==> config.mk <==
export PLATFORM = sky130hd
export DESIGN_NAME = tsr_router
export DESIGN_NICKNAME = d
export VERILOG_FILES = /design/src/hdl/tsr_pkg.sv /design/src/hdl/tsr_src_mux.sv /design/src/hdl/tsr_router.sv
export SDC_FILE = /design/constraint.sdc
export NUM_CORES = 1
export LEC_CHECK = 0
export ABC_AREA = 1
export BUFFER_PORTS_ARGS = -buffer_cell sky130_fd_sc_hd__buf_2
export CAP_MARGIN = 20
export CORE_ASPECT_RATIO = 1.1
export CORE_MARGIN = 4
export CORE_UTILIZATION = 45
export DETAILED_ROUTE_END_ITERATION = 10
export PLACE_DENSITY_LB_ADDON = 0.2
export SKIP_LAST_GASP = 1
export SYNTH_ARGS = -nofsm -noshare
export SYNTH_HDL_FRONTEND = slang
export SYNTH_HIERARCHICAL = 1
export SYNTH_SLANG_ARGS = --single-unit
==> constraint.sdc <==
create_clock -name mclk -period 3.8 [get_ports mclk]
set_input_delay 0.76 -clock mclk [delete_from_list [all_inputs] [get_ports mclk]]
set_output_delay 0.76 -clock mclk [all_outputs]
set_load 0.01 [all_outputs]
==> src/hdl/tsr_pkg.sv <==
// constants, state type and helpers for the timing signal router
package tsr_pkg;

   localparam int N_TS      = 13;
   localparam int N_PIN     = 10;
   localparam int N_BUS     = 7;
   localparam int N_BUS_SIG = 8;
   localparam int SRC_W     = 5;
   localparam int PIN_SEL_W = 4;
   localparam int BUS_SEL_W = 3;
   localparam int SCAN_TS   = 0;
   localparam int STAR_LINE = 6;
   localparam int INT_TB_MHZ = 20;
   localparam int MCLK_MHZ   = 25;

   localparam logic [SRC_W-1:0] SRC_BUS0 = 5'h00;
   localparam logic [SRC_W-1:0] SRC_PIN0 = 5'h07;
   localparam logic [SRC_W-1:0] SRC_INT  = 5'h11;
   localparam logic [SRC_W-1:0] SRC_ALT  = 5'h12;

   localparam logic [N_TS-1:0]  RST_TS         = 13'h0000;
   localparam logic [N_PIN-1:0] RST_PIN        = 10'h000;
   localparam logic [N_BUS-1:0] RST_BUS        = 7'h00;
   localparam logic             RST_TB_BUS_SEL = 1'b0;
   localparam logic             RST_TB_EXPORT  = 1'b0;

   typedef struct packed {
      logic [N_TS-1:0]  ts;
      logic [N_PIN-1:0] pin_out;
      logic [N_PIN-1:0] pin_oe;
      logic [N_BUS-1:0] bus_out;
      logic [N_BUS-1:0] bus_oe;
      logic             tb_bus_sel;
      logic             tb_export;
   } tsr_state_t;

   // pin number carried by a pin source code
   function automatic logic [PIN_SEL_W-1:0] tsr_pin_idx(input logic [SRC_W-1:0] s);
      logic [SRC_W-1:0] d;
      d = s - SRC_PIN0;
      return d[PIN_SEL_W-1:0];
   endfunction

endpackage

==> src/hdl/tsr_src_mux.sv <==
// source multiplexer for one timing signal
`timescale 1ns/10ps
`default_nettype none
module tsr_src_mux
(
   input  wire logic [tsr_pkg::N_BUS-1:0] bus_rx,
   input  wire logic [tsr_pkg::N_PIN-1:0] pin_rx,
   input  wire logic                      int_a,
   input  wire logic                      int_b,
   input  wire logic [tsr_pkg::SRC_W-1:0] sel,
   output logic                           y
);
   import tsr_pkg::*;

   // bus lines, any pin, or internal sources
   always_comb
   begin
      y = 1'b0;
      if (sel < SRC_PIN0)
      begin
         y = bus_rx[sel[2:0]];
      end
      else if (sel < SRC_INT)
      begin
         y = pin_rx[tsr_pin_idx(sel)];
      end
      else if (sel == SRC_INT)
      begin
         y = int_a;
      end
      else if (sel == SRC_ALT)
      begin
         y = int_b;
      end
   end
endmodule
`default_nettype wire

==> src/hdl/tsr_router.sv <==
// timing signal router: source muxes, pin and bus drivers, timebase select
`timescale 1ns/10ps
`default_nettype none
module tsr_router
(
   input  wire logic                                          mclk,
   input  wire logic                                          rst_n,
   input  wire logic [tsr_pkg::N_PIN-1:0]                     function_input_pin_in,
   output logic      [tsr_pkg::N_PIN-1:0]                     function_input_pin_out,
   output logic      [tsr_pkg::N_PIN-1:0]                     function_input_pin_oe,
   input  wire logic [tsr_pkg::N_BUS-1:0]                     board_sync_bus_in,
   output logic      [tsr_pkg::N_BUS-1:0]                     board_sync_bus_out,
   output logic      [tsr_pkg::N_BUS-1:0]                     board_sync_bus_oe,
   input  wire logic                                          star_trigger_in,
   input  wire logic                                          backplane_mode,
   input  wire logic                                          scan_interval_terminal_count,
   input  wire logic                                          counter0_output,
   input  wire logic [tsr_pkg::N_TS-1:1]                      int_ts,
   input  wire logic [tsr_pkg::N_TS-1:0][tsr_pkg::SRC_W-1:0]  ts_src_sel,
   input  wire logic [tsr_pkg::N_PIN-1:0][tsr_pkg::PIN_SEL_W-1:0] pin_sig_sel,
   input  wire logic [tsr_pkg::N_PIN-1:0]                     pin_out_en,
   input  wire logic [tsr_pkg::N_BUS-1:0][tsr_pkg::BUS_SEL_W-1:0] bus_sig_sel,
   input  wire logic [tsr_pkg::N_BUS-1:0]                     bus_drive_en,
   input  wire logic                                          tb_use_bus,
   input  wire logic                                          tb_export_en,
   input  wire logic                                          int_timebase,
   input  wire logic                                          bus_timebase_in,
   output logic                                               bus_timebase_out,
   output logic                                               bus_timebase_oe,
   output logic                                               timebase_out,
   output logic                                               tb_bus_selected,
   output logic      [tsr_pkg::N_TS-1:0]                      timing_signal,
   output logic                                               scan_begin_pulse
);
   import tsr_pkg::*;

   tsr_state_t       st;
   tsr_state_t       next_st;
   logic [N_BUS-1:0] bus_rx;
   logic [N_TS-1:0]  mux_y;

   // pick one timing signal, zero for an unused index
   function automatic logic tsr_pick(input logic [N_TS-1:0] v, input logic [PIN_SEL_W-1:0] idx);
      logic r;
      r = 1'b0;
      if (idx < PIN_SEL_W'(N_TS))
      begin
         r = v[idx];
      end
      return r;
   endfunction

   // true for a source code that names a function pin
   function automatic logic tsr_is_pin(input logic [SRC_W-1:0] s);
      logic r;
      r = (s >= SRC_PIN0) && (s < SRC_INT);
      return r;
   endfunction

   // received bus lines; line 6 takes the star line on a backplane
   always_comb
   begin
      bus_rx = board_sync_bus_in;
      if (backplane_mode)
      begin
         bus_rx[STAR_LINE] = star_trigger_in;
      end
   end

   // scan start: bus, pins, interval count, counter0
   tsr_src_mux u_scan_mux
   (
      .bus_rx (bus_rx),
      .pin_rx (function_input_pin_in),
      .int_a  (scan_interval_terminal_count),
      .int_b  (counter0_output),
      .sel    (ts_src_sel[SCAN_TS]),
      .y      (mux_y[SCAN_TS])
   );

   // remaining timing signals, own internal source each
   for (genvar i = 1; i < N_TS; i++)
   begin : g_mux
      tsr_src_mux u_mux
      (
         .bus_rx (bus_rx),
         .pin_rx (function_input_pin_in),
         .int_a  (int_ts[i]),
         .int_b  (int_ts[i]),
         .sel    (ts_src_sel[i]),
         .y      (mux_y[i])
      );
   end

   always_comb
   begin
      next_st            = st;
      next_st.ts         = mux_y;
      next_st.tb_bus_sel = tb_use_bus;
      next_st.tb_export  = tb_export_en & ~tb_use_bus;
      for (int k = 0; k < N_PIN; k++)
      begin
         next_st.pin_oe[k]  = pin_out_en[k];
         next_st.pin_out[k] = tsr_pick(st.ts, pin_sig_sel[k]);
      end
      for (int j = 0; j < N_BUS; j++)
      begin
         next_st.bus_oe[j]  = bus_drive_en[j];
         next_st.bus_out[j] = tsr_pick(st.ts, {1'b0, bus_sig_sel[j]});
      end
      if (backplane_mode)
      begin
         next_st.bus_oe[STAR_LINE] = 1'b0;
      end
   end

   always_ff @(posedge mclk)
   begin
      if (!rst_n)
      begin
         st.ts         <= RST_TS;
         st.pin_out    <= RST_PIN;
         st.pin_oe     <= RST_PIN;
         st.bus_out    <= RST_BUS;
         st.bus_oe     <= RST_BUS;
         st.tb_bus_sel <= RST_TB_BUS_SEL;
         st.tb_export  <= RST_TB_EXPORT;
      end
      else
      begin
         st <= next_st;
      end
   end

   assign timing_signal          = st.ts;
   assign scan_begin_pulse       = st.ts[SCAN_TS];
   assign function_input_pin_out = st.pin_out;
   assign function_input_pin_oe  = st.pin_oe;
   assign board_sync_bus_out     = st.bus_out;
   assign board_sync_bus_oe      = st.bus_oe;
   assign tb_bus_selected        = st.tb_bus_sel;
   assign bus_timebase_out       = int_timebase;
   assign bus_timebase_oe        = st.tb_export & ~st.tb_bus_sel;
   // clock level, passed without resampling
   assign timebase_out           = st.tb_bus_sel ? bus_timebase_in : int_timebase;

   // checking helpers
   logic exp_pin_ts5;
   logic exp_drive_pin5;
   logic src5_is_pin;
   logic exp_scan_pin;
   assign src5_is_pin    = tsr_is_pin(ts_src_sel[5]);
   assign exp_scan_pin   = tsr_is_pin(ts_src_sel[SCAN_TS])
                           && function_input_pin_in[tsr_pin_idx(ts_src_sel[SCAN_TS])];
   assign exp_pin_ts5    = function_input_pin_in[tsr_pin_idx(ts_src_sel[5])];
   assign exp_drive_pin5 = tsr_pick(st.ts, pin_sig_sel[5]);

   chk_scan_internal: assert property (@(posedge mclk) disable iff (!rst_n)
      (ts_src_sel[SCAN_TS] == SRC_INT) |=> (scan_begin_pulse == $past(scan_interval_terminal_count)))
      else $error("scan start does not follow interval count");

   chk_scan_counter: assert property (@(posedge mclk) disable iff (!rst_n)
      (ts_src_sel[SCAN_TS] == SRC_ALT) |=> (scan_begin_pulse == $past(counter0_output)))
      else $error("scan start does not follow counter0");

   chk_signal_pin: assert property (@(posedge mclk) disable iff (!rst_n)
      src5_is_pin |=> (timing_signal[5] == $past(exp_pin_ts5)))
      else $error("timing signal does not follow its selected pin");

   chk_shared_pin: assert property (@(posedge mclk) disable iff (!rst_n)
      (ts_src_sel[1] == ts_src_sel[11] && tsr_is_pin(ts_src_sel[1]))
      |=> (timing_signal[1] == timing_signal[11]))
      else $error("two signals on one pin differ");

   chk_pin_drive: assert property (@(posedge mclk) disable iff (!rst_n)
      pin_out_en[5] |=> function_input_pin_oe[5] && (function_input_pin_out[5] == $past(exp_drive_pin5)))
      else $error("pin driver does not carry its timing signal");

   chk_tb_bus: assert property (@(posedge mclk) disable iff (!rst_n)
      tb_use_bus |=> tb_bus_selected && (timebase_out == bus_timebase_in))
      else $error("bus timebase not selected");

   chk_tb_export: assert property (@(posedge mclk) disable iff (!rst_n)
      bus_timebase_oe |-> ($past(tb_export_en) && !$past(tb_use_bus)))
      else $error("timebase driven without internal selection");

   chk_tb_exclusive: assert property (@(posedge mclk) disable iff (!rst_n)
      tb_use_bus ##1 tb_use_bus |-> !bus_timebase_oe)
      else $error("timebase driver on while receiving");

   chk_reset_tb: assert property (@(posedge mclk) disable iff (!rst_n)
      !$past(rst_n) |-> (!bus_timebase_oe && !tb_bus_selected && (timebase_out == int_timebase)))
      else $error("timebase state wrong after reset");

   chk_bus_line: assert property (@(posedge mclk) disable iff (!rst_n)
      (bus_drive_en[2] && bus_sig_sel[2] == 3'h3) |=> board_sync_bus_oe[2] ##0
      (board_sync_bus_out[2] == $past(timing_signal[3])))
      else $error("bus line does not carry its timing signal");

   chk_star_rx: assert property (@(posedge mclk) disable iff (!rst_n)
      (backplane_mode && ts_src_sel[SCAN_TS] == 5'h06) |=> (scan_begin_pulse == $past(star_trigger_in)))
      else $error("star trigger not received on line 6");

   chk_scan_unused: assert property (@(posedge mclk) disable iff (!rst_n)
      (ts_src_sel[SCAN_TS] > SRC_ALT)
      |=> !scan_begin_pulse)
      else $error("unused source code does not give zero");

   chk_ts_internal: assert property (@(posedge mclk) disable iff (!rst_n)
      (ts_src_sel[7] == SRC_INT)
      |=> (timing_signal[7] == $past(int_ts[7])))
      else $error("timing signal does not follow its internal source");

   chk_scan_pin_any: assert property (@(posedge mclk) disable iff (!rst_n)
      tsr_is_pin(ts_src_sel[SCAN_TS])
      |=> (scan_begin_pulse == $past(exp_scan_pin)))
      else $error("scan start does not follow its selected pin");

   chk_scan_shared: assert property (@(posedge mclk) disable iff (!rst_n)
      (ts_src_sel[SCAN_TS] == ts_src_sel[5] && tsr_is_pin(ts_src_sel[5]))
      |=> (scan_begin_pulse == timing_signal[5]))
      else $error("scan start and signal on one pin differ");

   chk_pin_oe_off: assert property (@(posedge mclk) disable iff (!rst_n)
      !pin_out_en[5]
      |=> !function_input_pin_oe[5])
      else $error("pin driver on without enable");

   chk_pin_unused: assert property (@(posedge mclk) disable iff (!rst_n)
      (pin_sig_sel[9] >= PIN_SEL_W'(N_TS))
      |=> !function_input_pin_out[9])
      else $error("pin drives a value for an unused signal index");

   chk_export_on: assert property (@(posedge mclk) disable iff (!rst_n)
      (tb_export_en && !tb_use_bus)
      |=> bus_timebase_oe)
      else $error("timebase export not enabled");

   chk_tb_out_level: assert property (@(posedge mclk) disable iff (!rst_n)
      bus_timebase_oe
      |-> (bus_timebase_out == int_timebase))
      else $error("exported timebase is not the internal one");

   chk_tb_internal: assert property (@(posedge mclk) disable iff (!rst_n)
      !tb_use_bus
      |=> (!tb_bus_selected && (timebase_out == int_timebase)))
      else $error("internal timebase not selected");

   chk_reset_regs: assert property (@(posedge mclk) disable iff (!rst_n)
      !$past(rst_n)
      |-> (timing_signal == '0 && function_input_pin_oe == '0 && board_sync_bus_oe == '0))
      else $error("outputs not cleared after reset");

   chk_scan_bus: assert property (@(posedge mclk) disable iff (!rst_n)
      (!backplane_mode && ts_src_sel[SCAN_TS] == SRC_BUS0)
      |=> (scan_begin_pulse == $past(board_sync_bus_in[0])))
      else $error("scan start does not follow bus line 0");

   chk_bus_oe_on: assert property (@(posedge mclk) disable iff (!rst_n)
      (!backplane_mode && bus_drive_en[STAR_LINE])
      |=> board_sync_bus_oe[STAR_LINE])
      else $error("bus line 6 driver not enabled");

   chk_star_ignored: assert property (@(posedge mclk) disable iff (!rst_n)
      (!backplane_mode && ts_src_sel[SCAN_TS] == SRC_BUS0 + SRC_W'(STAR_LINE))
      |=> (scan_begin_pulse == $past(board_sync_bus_in[STAR_LINE])))
      else $error("line 6 not taken from the bus outside backplane mode");

   chk_line_pass: assert property (@(posedge mclk) disable iff (!rst_n)
      (backplane_mode && ts_src_sel[SCAN_TS] == SRC_BUS0 + SRC_W'(STAR_LINE - 1))
      |=> (scan_begin_pulse == $past(board_sync_bus_in[STAR_LINE - 1])))
      else $error("backplane line 5 not passed through");

   chk_star_no_drive: assert property (@(posedge mclk) disable iff (!rst_n)
      backplane_mode
      |=> !board_sync_bus_oe[STAR_LINE])
      else $error("star line driven in backplane mode");

   chk_tb_never_both: assert property (@(posedge mclk) disable iff (!rst_n)
      !(bus_timebase_oe && tb_bus_selected))
      else $error("timebase driven while receiving it");

   cov_scan_from_pin: cover property (@(posedge mclk) disable iff (!rst_n)
      (ts_src_sel[SCAN_TS] == SRC_PIN0) ##1 scan_begin_pulse);

   cov_tb_export: cover property (@(posedge mclk) disable iff (!rst_n)
      bus_timebase_oe);

   cov_bus_tb: cover property (@(posedge mclk) disable iff (!rst_n)
      tb_bus_selected ##1 !tb_bus_selected);

   cov_pin_drive: cover property (@(posedge mclk) disable iff (!rst_n)
      function_input_pin_oe[5] && function_input_pin_out[5]);

   cov_star_rx: cover property (@(posedge mclk) disable iff (!rst_n)
      backplane_mode && scan_begin_pulse);
endmodule
`default_nettype wire

; ---- Yosys cells after proc, flatten, opt, wreduce, memory -nomap -nowiden
; Cells that the tools add are included.
[word_totals]
reg_bits = 49
in_bits = 182
out_inout_bits = 52
word_cells = 311
[classes]
n_addsub = 13
n_lt_le_gt_ge = 86
eq_ne = 26
n_mux = 140
bitwise_logic = 5
reduce_logical = 18
[op_table]
columns = op, count
row1 = $eq A5 B5 Y1 const B, 26
row2 = $lt A4 B5 Y1 const B, 23
row3 = $mux W1, 97
row4 = $bmux W1 S4, 23
row5 = $lt A3 B4 Y1 const B, 20
row6 = $lt A5 B3 Y1 const B, 13
row7 = $lt A5 B5 Y1 const B, 13
row8 = $bmux W1 S3, 20
row9 = $sub A4 B3 Y4 const B, 13
row10 = $lt A4 B4 Y1 const B, 10
row11 = $lt A3 B5 Y1 const B, 7
row12 = $reduce_and A2 Y1, 17
row13 = $not A1 Y1, 3
row14 = $and A1 B1 Y1, 2
row15 = $reduce_or A2 Y1, 1

; ---- Longest topological paths before layout
; Gate-level depths: netlist of the first run.
[logic_depth]
ltp_word = 5
mapped_depth = 12
ltp_nobuf = 12

; ---- Cells and area by module
; The synthesis of the first run kept the hierarchy.
[modules_own_cells]
columns = mod, n_inst, cells_per_inst, area_each_um2, seq_area_each_um2
row1 = tsr_src_mux, 13, 71, 341.6, 0.0
row2 = tsr_router, 1, 606, 3648.5, 980.9

; ---- Worst setup path before layout of the first run
; No wires, ideal clock.
[synth_path]
kind = input-to-output
start = input port bus_timebase_in
end = output port timebase_out
arrival_time_ps = 1035
setup_slack_ps = 2005
path_stages = 1
n_path_buf = 0
path_cell_list = mux2_2
[synth_between]
elab_chain_len = 1
[synth_rtl]
columns = item, line_no
row1 = from (decl), tsr_router.sv:27  ; input wire logic bus_timebase_in,
row2 = $mux W1, tsr_router.sv:145  ; assign timebase_out = st.tb_bus_sel ? bus_timebase_in : int_timebase;
row3 = to (decl), tsr_router.sv:30  ; output logic timebase_out,
; No other way between the ends.

; ---- Worst setup path in the final report of the first run
[layout_path]
start = register st, in the netlist timing_signal[6]
end = output port timing_signal[6] in the netlist's numbering
[layout_rtl]
columns = item, line_no
row1 = from (decl), tsr_router.sv:37  ; tsr_state_t st;
row2 = from (signal assigned), tsr_router.sv:131  ; st <= next_st;
row3 = to (decl), tsr_router.sv:32  ; output logic [tsr_pkg::N_TS-1:0] timing_signal,
; No word-level cell between the ends.

==> impl_results.md, run 1 <==
- GRT overflow: 0
- Critical path class: flip-flop to primary output
- Worst Tran Pin Value: 0.9321 ns
- Fin crit share: 59.90%
- Tmin final: 2.276 ns
- Nets: 1907
- Final setup viols: 0
- Element type at the critical path end: primary output
- Synthesized flop and latch total: 49
- Clock buffer depth: 2
- Largest net degree at the start of global routing: 29
- Antenna violations before repair: 1
- Seq/Total Area, Yosys: 12.13%
- First-pass GRT wire length: 40060 um
- CP Cell Sequence: buf_2
- # diodes: 0
- Post-route ant nets: 0
- Unrepaired setup endpoints after global routing: false
- Sum Neg Setup Slack: 0 ns
- Tot GR Track Use: 24.15%
- Share of layout cells above drive strength 1: 18.26%
- R2r setup slk: 2.25 ns
- GP Congestion: 0.9071
- Worst hold slack: 0.6216 ns
- Synth Flop Type: dfxtp_1
- Count leader, synth: nand2_1
- Slew Limit Headroom: 37.78%
- Share of the synthesized area in the top cell type: 20.37%
- Delay-heaviest family, CP: flip-flops
- Post-synth EDFFs: 0
- Setup Buffers After CTS: 0
- Startpoint Class: flip-flop
- H-tree levels: 2
- # DRC: 0
- Leakage power total: 0.005398 uW
- Total Die Area: 0.02019 mm^2
- Top cells by count, synth: nand2_1, inv_1, nor2_1
- Slew Limit Fails: 0
- Die X: 135.8 um
- DR pass1 iterations: 6
- Clk slew on worst S/H paths: 0.07 ns
- Worst Path Required: 3.04 ns
- Maximum vdd drop: 0.0002088 V
- Layout Skew: 0.01327 ns
- # hold bufs at CTS: 0
- Hpwl dp: 18430 um
- Root Buffer Master: clkbuf_16
- CP arrival: 1.52 ns
- Routed via count: 9854
- CP max stage delay: 0.93 ns
- IO Count: 234
- CTS tree: built
- Cells on worst reg2reg path: 6
- Syn_area_per_cell: 5.290 um^2
- Hold Path End: st[0]
- Hold Startpoint: tb_use_bus
- Critical path buffers and inverters: 1
- Hold Path Depth: 2
- Syn. warnings: 6
- Reg-to-Reg End: function_input_pin_out[9]
- Final Hold Vio Count: 0
- Top cells by area, synth: nand2_1, dfxtp_1, inv_1, nand3_1, nor2_1
- IO Port Bufs: 233
- Final WL: 25660 um
- Cells after synthesis: 1529
- FILL cells: 1940
- Initial Util: 45.76%
- Cell taking the most area after synthesis: nand2_1
- CTS Buf Count: 5
- CTS sink count: 49
- Max Clock Freq: 439.3 MHz
- Pwr Density: 220.1 mW/mm^2
- Synth unique cells: 26
- Layout overhead on the synthesized area: 12.14%
- WP depth: 1
- Core Area: 0.01768 mm^2
- FFs w/ async S/R, synth: 0%
- Reg2reg start: timing_signal[6]
- Vias in the first global route: 8280
- Worst-path maximum fanout: 18
- Worst path slowest cell: dfxtp_1
- Hold Crit Class: primary input to flip-flop
- Die Height: 148.6 um
- Initial DRC Count: 679
- Status: completed
- Worst-skew pair later-pin latency: 0.31 ns
- Wire per inst: 13.33 um
- Cell Rows: 51
- Synthesized area: 0.008089 mm^2
- Max-Cap Viols: 0
- Cts repair resizes: 0
- Vias per inst: 5.119
- Syn Nets: 1750
==> registers in the layout, indices dropped and copies added (netlist names) <==
signal and count:
timing_signal 13, function_input_pin_oe 10, function_input_pin_out 10, board_sync_bus_oe 7, board_sync_bus_out 7, st 1
tb_bus_selected 1
==> cell type report <==
class / instances / area, um^2 / area share [%]
clock buffer: 5 / 125.1 / 1.379
clock inverter: 3 / 25.02 / 0.2759
inverter: 281 / 1055 / 11.63
multi-input combinational: 1113 / 5399 / 59.52
sequential: 49 / 980.9 / 10.81
tap: 238 / 297.8 / 3.283
timing repair buffer: 236 / 1189 / 13.10
==> cells in the final DEF (no fill, tap or decap), types with 39 or more instances in the layout <==
master / count
nand2_1: 439
o21ai_0: 60
nand3_1: 155
ha_1: 39
nor2_1: 184
a21oi_1: 60
buf_2: 233
inv_1: 247
dfxtp_1: 49
nand3b_1: 39
==> report_power, final <==
group | total, uW | internal, uW | leakage, uW | switching, uW
combinational | 912 | 341 | 0.00492 | 571
sequential | 591 | 550 | 0.000406 | 41.0
clock | 494 | 250 | 0.0000708 | 243
total | 2000 | 1140 | 0.00540 | 856
==> how the worst max path moves through the flow <==
stage,start,end,slack (ns)
2_1_floorplan,bus_timebase_in,timebase_out,2.00
3_3_place_gp,ts_src_sel[55],timing_signal[11],1.63
3_5_place_dp,ts_src_sel[55],timing_signal[11],1.62
4_1_cts,timing_signal[6],timing_signal[6],1.52
5_1_grt,timing_signal[6],timing_signal[6],1.49
6_report,timing_signal[6],timing_signal[6],1.52
==> metal layers <==
metal / track usage, % / vias to the layer above / wire length [um]
met5: 0 / - / 12
met4: 7.510 / 2 / 545
met3: 3.349 / 47 / 2236
met2: 40.56 / 410 / 11930
met1: 32.03 / 4311 / 10940
li1: - / 5084 / -
==> through the flow <==
step	worst slack (ns)	util [%]	area [um^2]	power, uW	instances
after floorplan	2.005	-	8089	1221	1529
after global placement	1.631	50.47	8921	1493	1917
after detailed placement	1.619	50.47	8921	1507	1917
after CTS	1.521	51.32	9071	2012	1925
after global routing	1.485	51.32	9071	2153	1925
final	1.524	51.32	9071	1997	1925
==> cells by family (layout without fill, tap and decap cells) <==
group                      Yosys count  after routing  synth area share (%)
muxes                                2              2                0.2784
DFF                                 49             49                 12.13
buffers and inverters              367            525                 21.13
AOI/OAI and AO/OA                  183            183                 12.70
and+or+nand+nor                    889            889                 47.73
adders and majority gates           39             39                 6.033
Note: power is estimated with default switching activity, not from simulation.
==> run 2, diff against run 1 <==
- ABC_AREA: 1 -> 0
- clock period: 3.8 -> 2.2 ns (I/O delays scaled with it)
==> run 2 against run 1 <==
Net effect: highest routed layer unchanged; power rose by 60%; utilization decreased by 0.25 points; non-clock buffer count is 2 higher; critical path depth is the same; sequential cell count stayed put; clock power rose by 72%; global-route usage fell by 1.2 points; count of clock-buffer cells in the layout is the same.
==> impl_results.md, run 2 <==
- Worst-skew pair later-pin latency: 0.30 ns (about the same)
- Max Clock Freq: 540.1 MHz
- Highest Signal Layer: met5
- Die X: 128.8 um (-5.2%)
- Post-route ant nets: 0 (unchanged)
- CTS sink count: 49 (unchanged)
- Clk slew on worst S/H paths: 0.08 ns (about the same)
- Synthesized area: 0.007222 mm^2 (-11%)
- Worst Path Required: 1.76 ns (-1.28 ns)
- Layout overhead on the synthesized area: 11.26%
- Top cells by area, synth: dfxtp_1, mux4_2, mux4_1, mux2i_1, ha_1
- Layout Skew: 0.004183 ns (-0.009082 ns)
- Nets: 1154 (-39%)
- Final setup viols: 0 (unchanged)
- DRT met1 WL: 8766 um (-20%)
- Top cells by count, synth: buf_4, inv_1, mux2i_1
- Setup Buffers After CTS: 0 (unchanged)
- Syn. warnings: 6 (unchanged)
- Cell taking the most area after synthesis: dfxtp_1
- # DRC: 0 (unchanged)
- CP Cell Sequence: buf_2
- CTS Buf Count: 5 (unchanged)
- Initial DRC Count: 365 (-46%)
- GP Congestion: 0.8855 (-2.4%)
- Final Hold Vio Count: 0 (unchanged)
- DR pass1 iterations: 5 (-1)
- Clock buffer depth: 2 (unchanged)
- IO Count: 234 (unchanged)
- Syn Nets: 1023 (-42%)
- Fin crit share: 84.16%
- Vias in the first global route: 6438 (-22%)
- CTS tree: built
- Hold Crit Class: primary input to flip-flop
- Pwr Density: 396.8 mW/mm^2 (+80%)
- CP max stage delay: 0.85 ns (-0.08 ns)
- Leakage power total: 0.003698 uW (-31%)
- Cts repair resizes: 0 (unchanged)
- Routed via count: 6736 (-32%)
- Slew Limit Fails: 0 (unchanged)
- CP arrival: 1.41 ns (-0.11 ns)
- Synthesized flop and latch total: 49 (unchanged)
- GRT overflow: 0 (unchanged)
- Unrepaired setup endpoints after global routing: false
- Tot GR Track Use: 22.99% (-1.2 points)
- Most frequent cells in the layout: buf_2, inv_1, mux2i_1
- R2r setup slk: 0.58 ns (-1.67 ns)
- Startpoint Class: flip-flop
- # hold bufs at CTS: 0 (unchanged)
- Element type at the critical path end: primary output
- Final WL: 21830 um (-15%)
- Final worst slack: 0.3484 ns (-1.175 ns)
- Vias per inst: 5.935 (+16%)
- Commonest non-fill, non-tap cell in the layout: buf_2
- Critical path class: flip-flop to primary output
- Cells after synthesis: 802 (-48%)
- Worst-path maximum fanout: 18 (unchanged)
- Max-Cap Viols: 0 (unchanged)
- Reg2reg start: timing_signal[3]
- First-pass GRT wire length: 33690 um (-16%)
- Wire per inst: 19.23 um (+44%)
- Number of flip-flops under the largest register name: 13 (unchanged)
- Status: completed
- Met3 routed wirelength: 2029 um (-9.3%)
- Delay-heaviest family, CP: flip-flops
- Syn_area_per_cell: 9.005 um^2 (+70%)
- Share of layout cells above drive strength 1: 31.80% (+14 points)
- Worst Tran Pin Value: 0.8048 ns (-0.1273 ns)
- Hpwl dp: 15800 um (-14%)
- Tmin final: 1.852 ns
- H-tree levels: 2 (unchanged)
- Hold Path End: board_sync_bus_oe[6]
- Root Buffer Master: clkbuf_16
- Total Die Area: 0.01814 mm^2 (-10%)
- Core Area: 0.01574 mm^2 (-11%)
- Sum Neg Setup Slack: 0 ns (unchanged)
- Worst path slowest cell: dfxtp_1
- IO Port Bufs: 233 (unchanged)
- Initial Util: 45.90% (+0.13 points)
- Post-synth EDFFs: 0 (unchanged)
- FILL cells: 1488 (-23%)
- FFs w/ async S/R, synth: 0% (unchanged)
- Share of the synthesized area in the top cell type: 13.58% (-6.8 points)
- Dpl ws: 0.1770 ns (-1.442 ns)
- Slew Limit Headroom: 46.28% (+8.5 points)
- Hold Startpoint: backplane_mode
- Cell Rows: 48 (-5.9%)
- CP startpoint: timing_signal[3]
- Synth unique cells: 45 (+73%)
- Multi-input logic area: 0.005199 mm^2 (-3.7%)
- Synth Flop Type: dfxtp_1
- Die Height: 140.9 um (-5.2%)
- Seq. cell area: 980.9 um^2 (unchanged)
- Seq/Total Area, Yosys: 13.58% (+1.5 points)
- Critical path buffers and inverters: 1 (unchanged)
- Largest net degree at the start of global routing: 27 (-6.9%)
- Met2 Routed Length: 10620 um (-11%)
- Reg-to-Reg End: function_input_pin_out[5]
- Cells on worst reg2reg path: 4 (-2)
- Hold Path Depth: 2 (unchanged)
- Antenna violations before repair: 2 (+1)
- Maximum vdd drop: 0.0003222 V (+54%)
run 2: cell count changes in the layout (fill, tap and decap cells not counted), sizes merged, moves of 14 or more:
cell	before	now
nand2	455	36
inv	282	64
nand3	158	13
nor2	194	49
mux4	0	59
mux2i	0	57
o21ai	67	18
and2	0	30
xor2	0	26
a21oi	60	35
a31oi	23	1
nand4	33	13
nand2b	0	14
run 2: logic make-up (layout without fill, tap and decap cells):
kind of cell / count (synthesis) / in the layout / share of synthesized area [%]
and+or+nand+nor: 248 / 248 / 18.88
buffers and inverters: 176 / 308 / 14.43
AOI/OAI and AO/OA: 145 / 145 / 13.72
muxes: 119 / 119 / 28.12
DFF: 49 / 49 / 13.58
adders and majority gates: 39 / 39 / 6.757
xor gates and xnor gates: 26 / 26 / 4.504
other: 0 / 1 / 0
run 2: worst max-delay path by stage:
stage	end	slack, ns	cells past startpoint
floorplan	timing_signal[10]	0.45	8
global placement	timing_signal[12]	0.19	8
detailed placement	timing_signal[12]	0.18	8
CTS	timing_signal[7]	0.35	1
global route	timing_signal[0]	0.30	1
finish	timing_signal[3]	0.35	1
run 2: worst register-to-register path, cell delays in order (launching register included):
cell and delay [ns]:
dfxtp_1 0.85, mux4_2 0.40, nor3_2 0.04, a31oi_1 0.13
and3_1 0.16
run 2: area by class of cell:
type / instances / area share [%]
clock buffers: 5 / 1.557
well taps: 200 / 3.114
inverters: 62 / 2.896
repair buffers: 238 / 15.14
diodes: 1 / 0.03114
multi-input cells: 577 / 64.70
flip-flops and latches: 49 / 12.21
clock inverters: 3 / 0.3581
run 2: power by group:
part           total (uW)  internal, uW  switching, uW
Sequential           1050           944            110
Combinational        1280           631            653
Clock                 850           438            412
run 2: metrics by stage:
step | hold WS (ns) | std cells | utilization, % | instance area (um^2) | power, uW
detailed placement | 0.6225 | 1126 | 50.07 | 7879 | 2360
global placement | 0.6218 | 1126 | 50.07 | 7879 | 2342
finish | 0.3077 | 1135 | 51.07 | 8035 | 3188
floorplan | 0.5120 | 802 | - | 7222 | 1962
CTS | 0.3000 | 1134 | 51.05 | 8033 | 3223
global route | 0.3057 | 1134 | 51.05 | 8033 | 3381
run 2: metal layers:
metal  track usage (%)  vias up
met4             5.860        4
met5                 0        -
li1                  -     3199
met1             29.50     3191
met3             4.320       34
met2             39.63      308
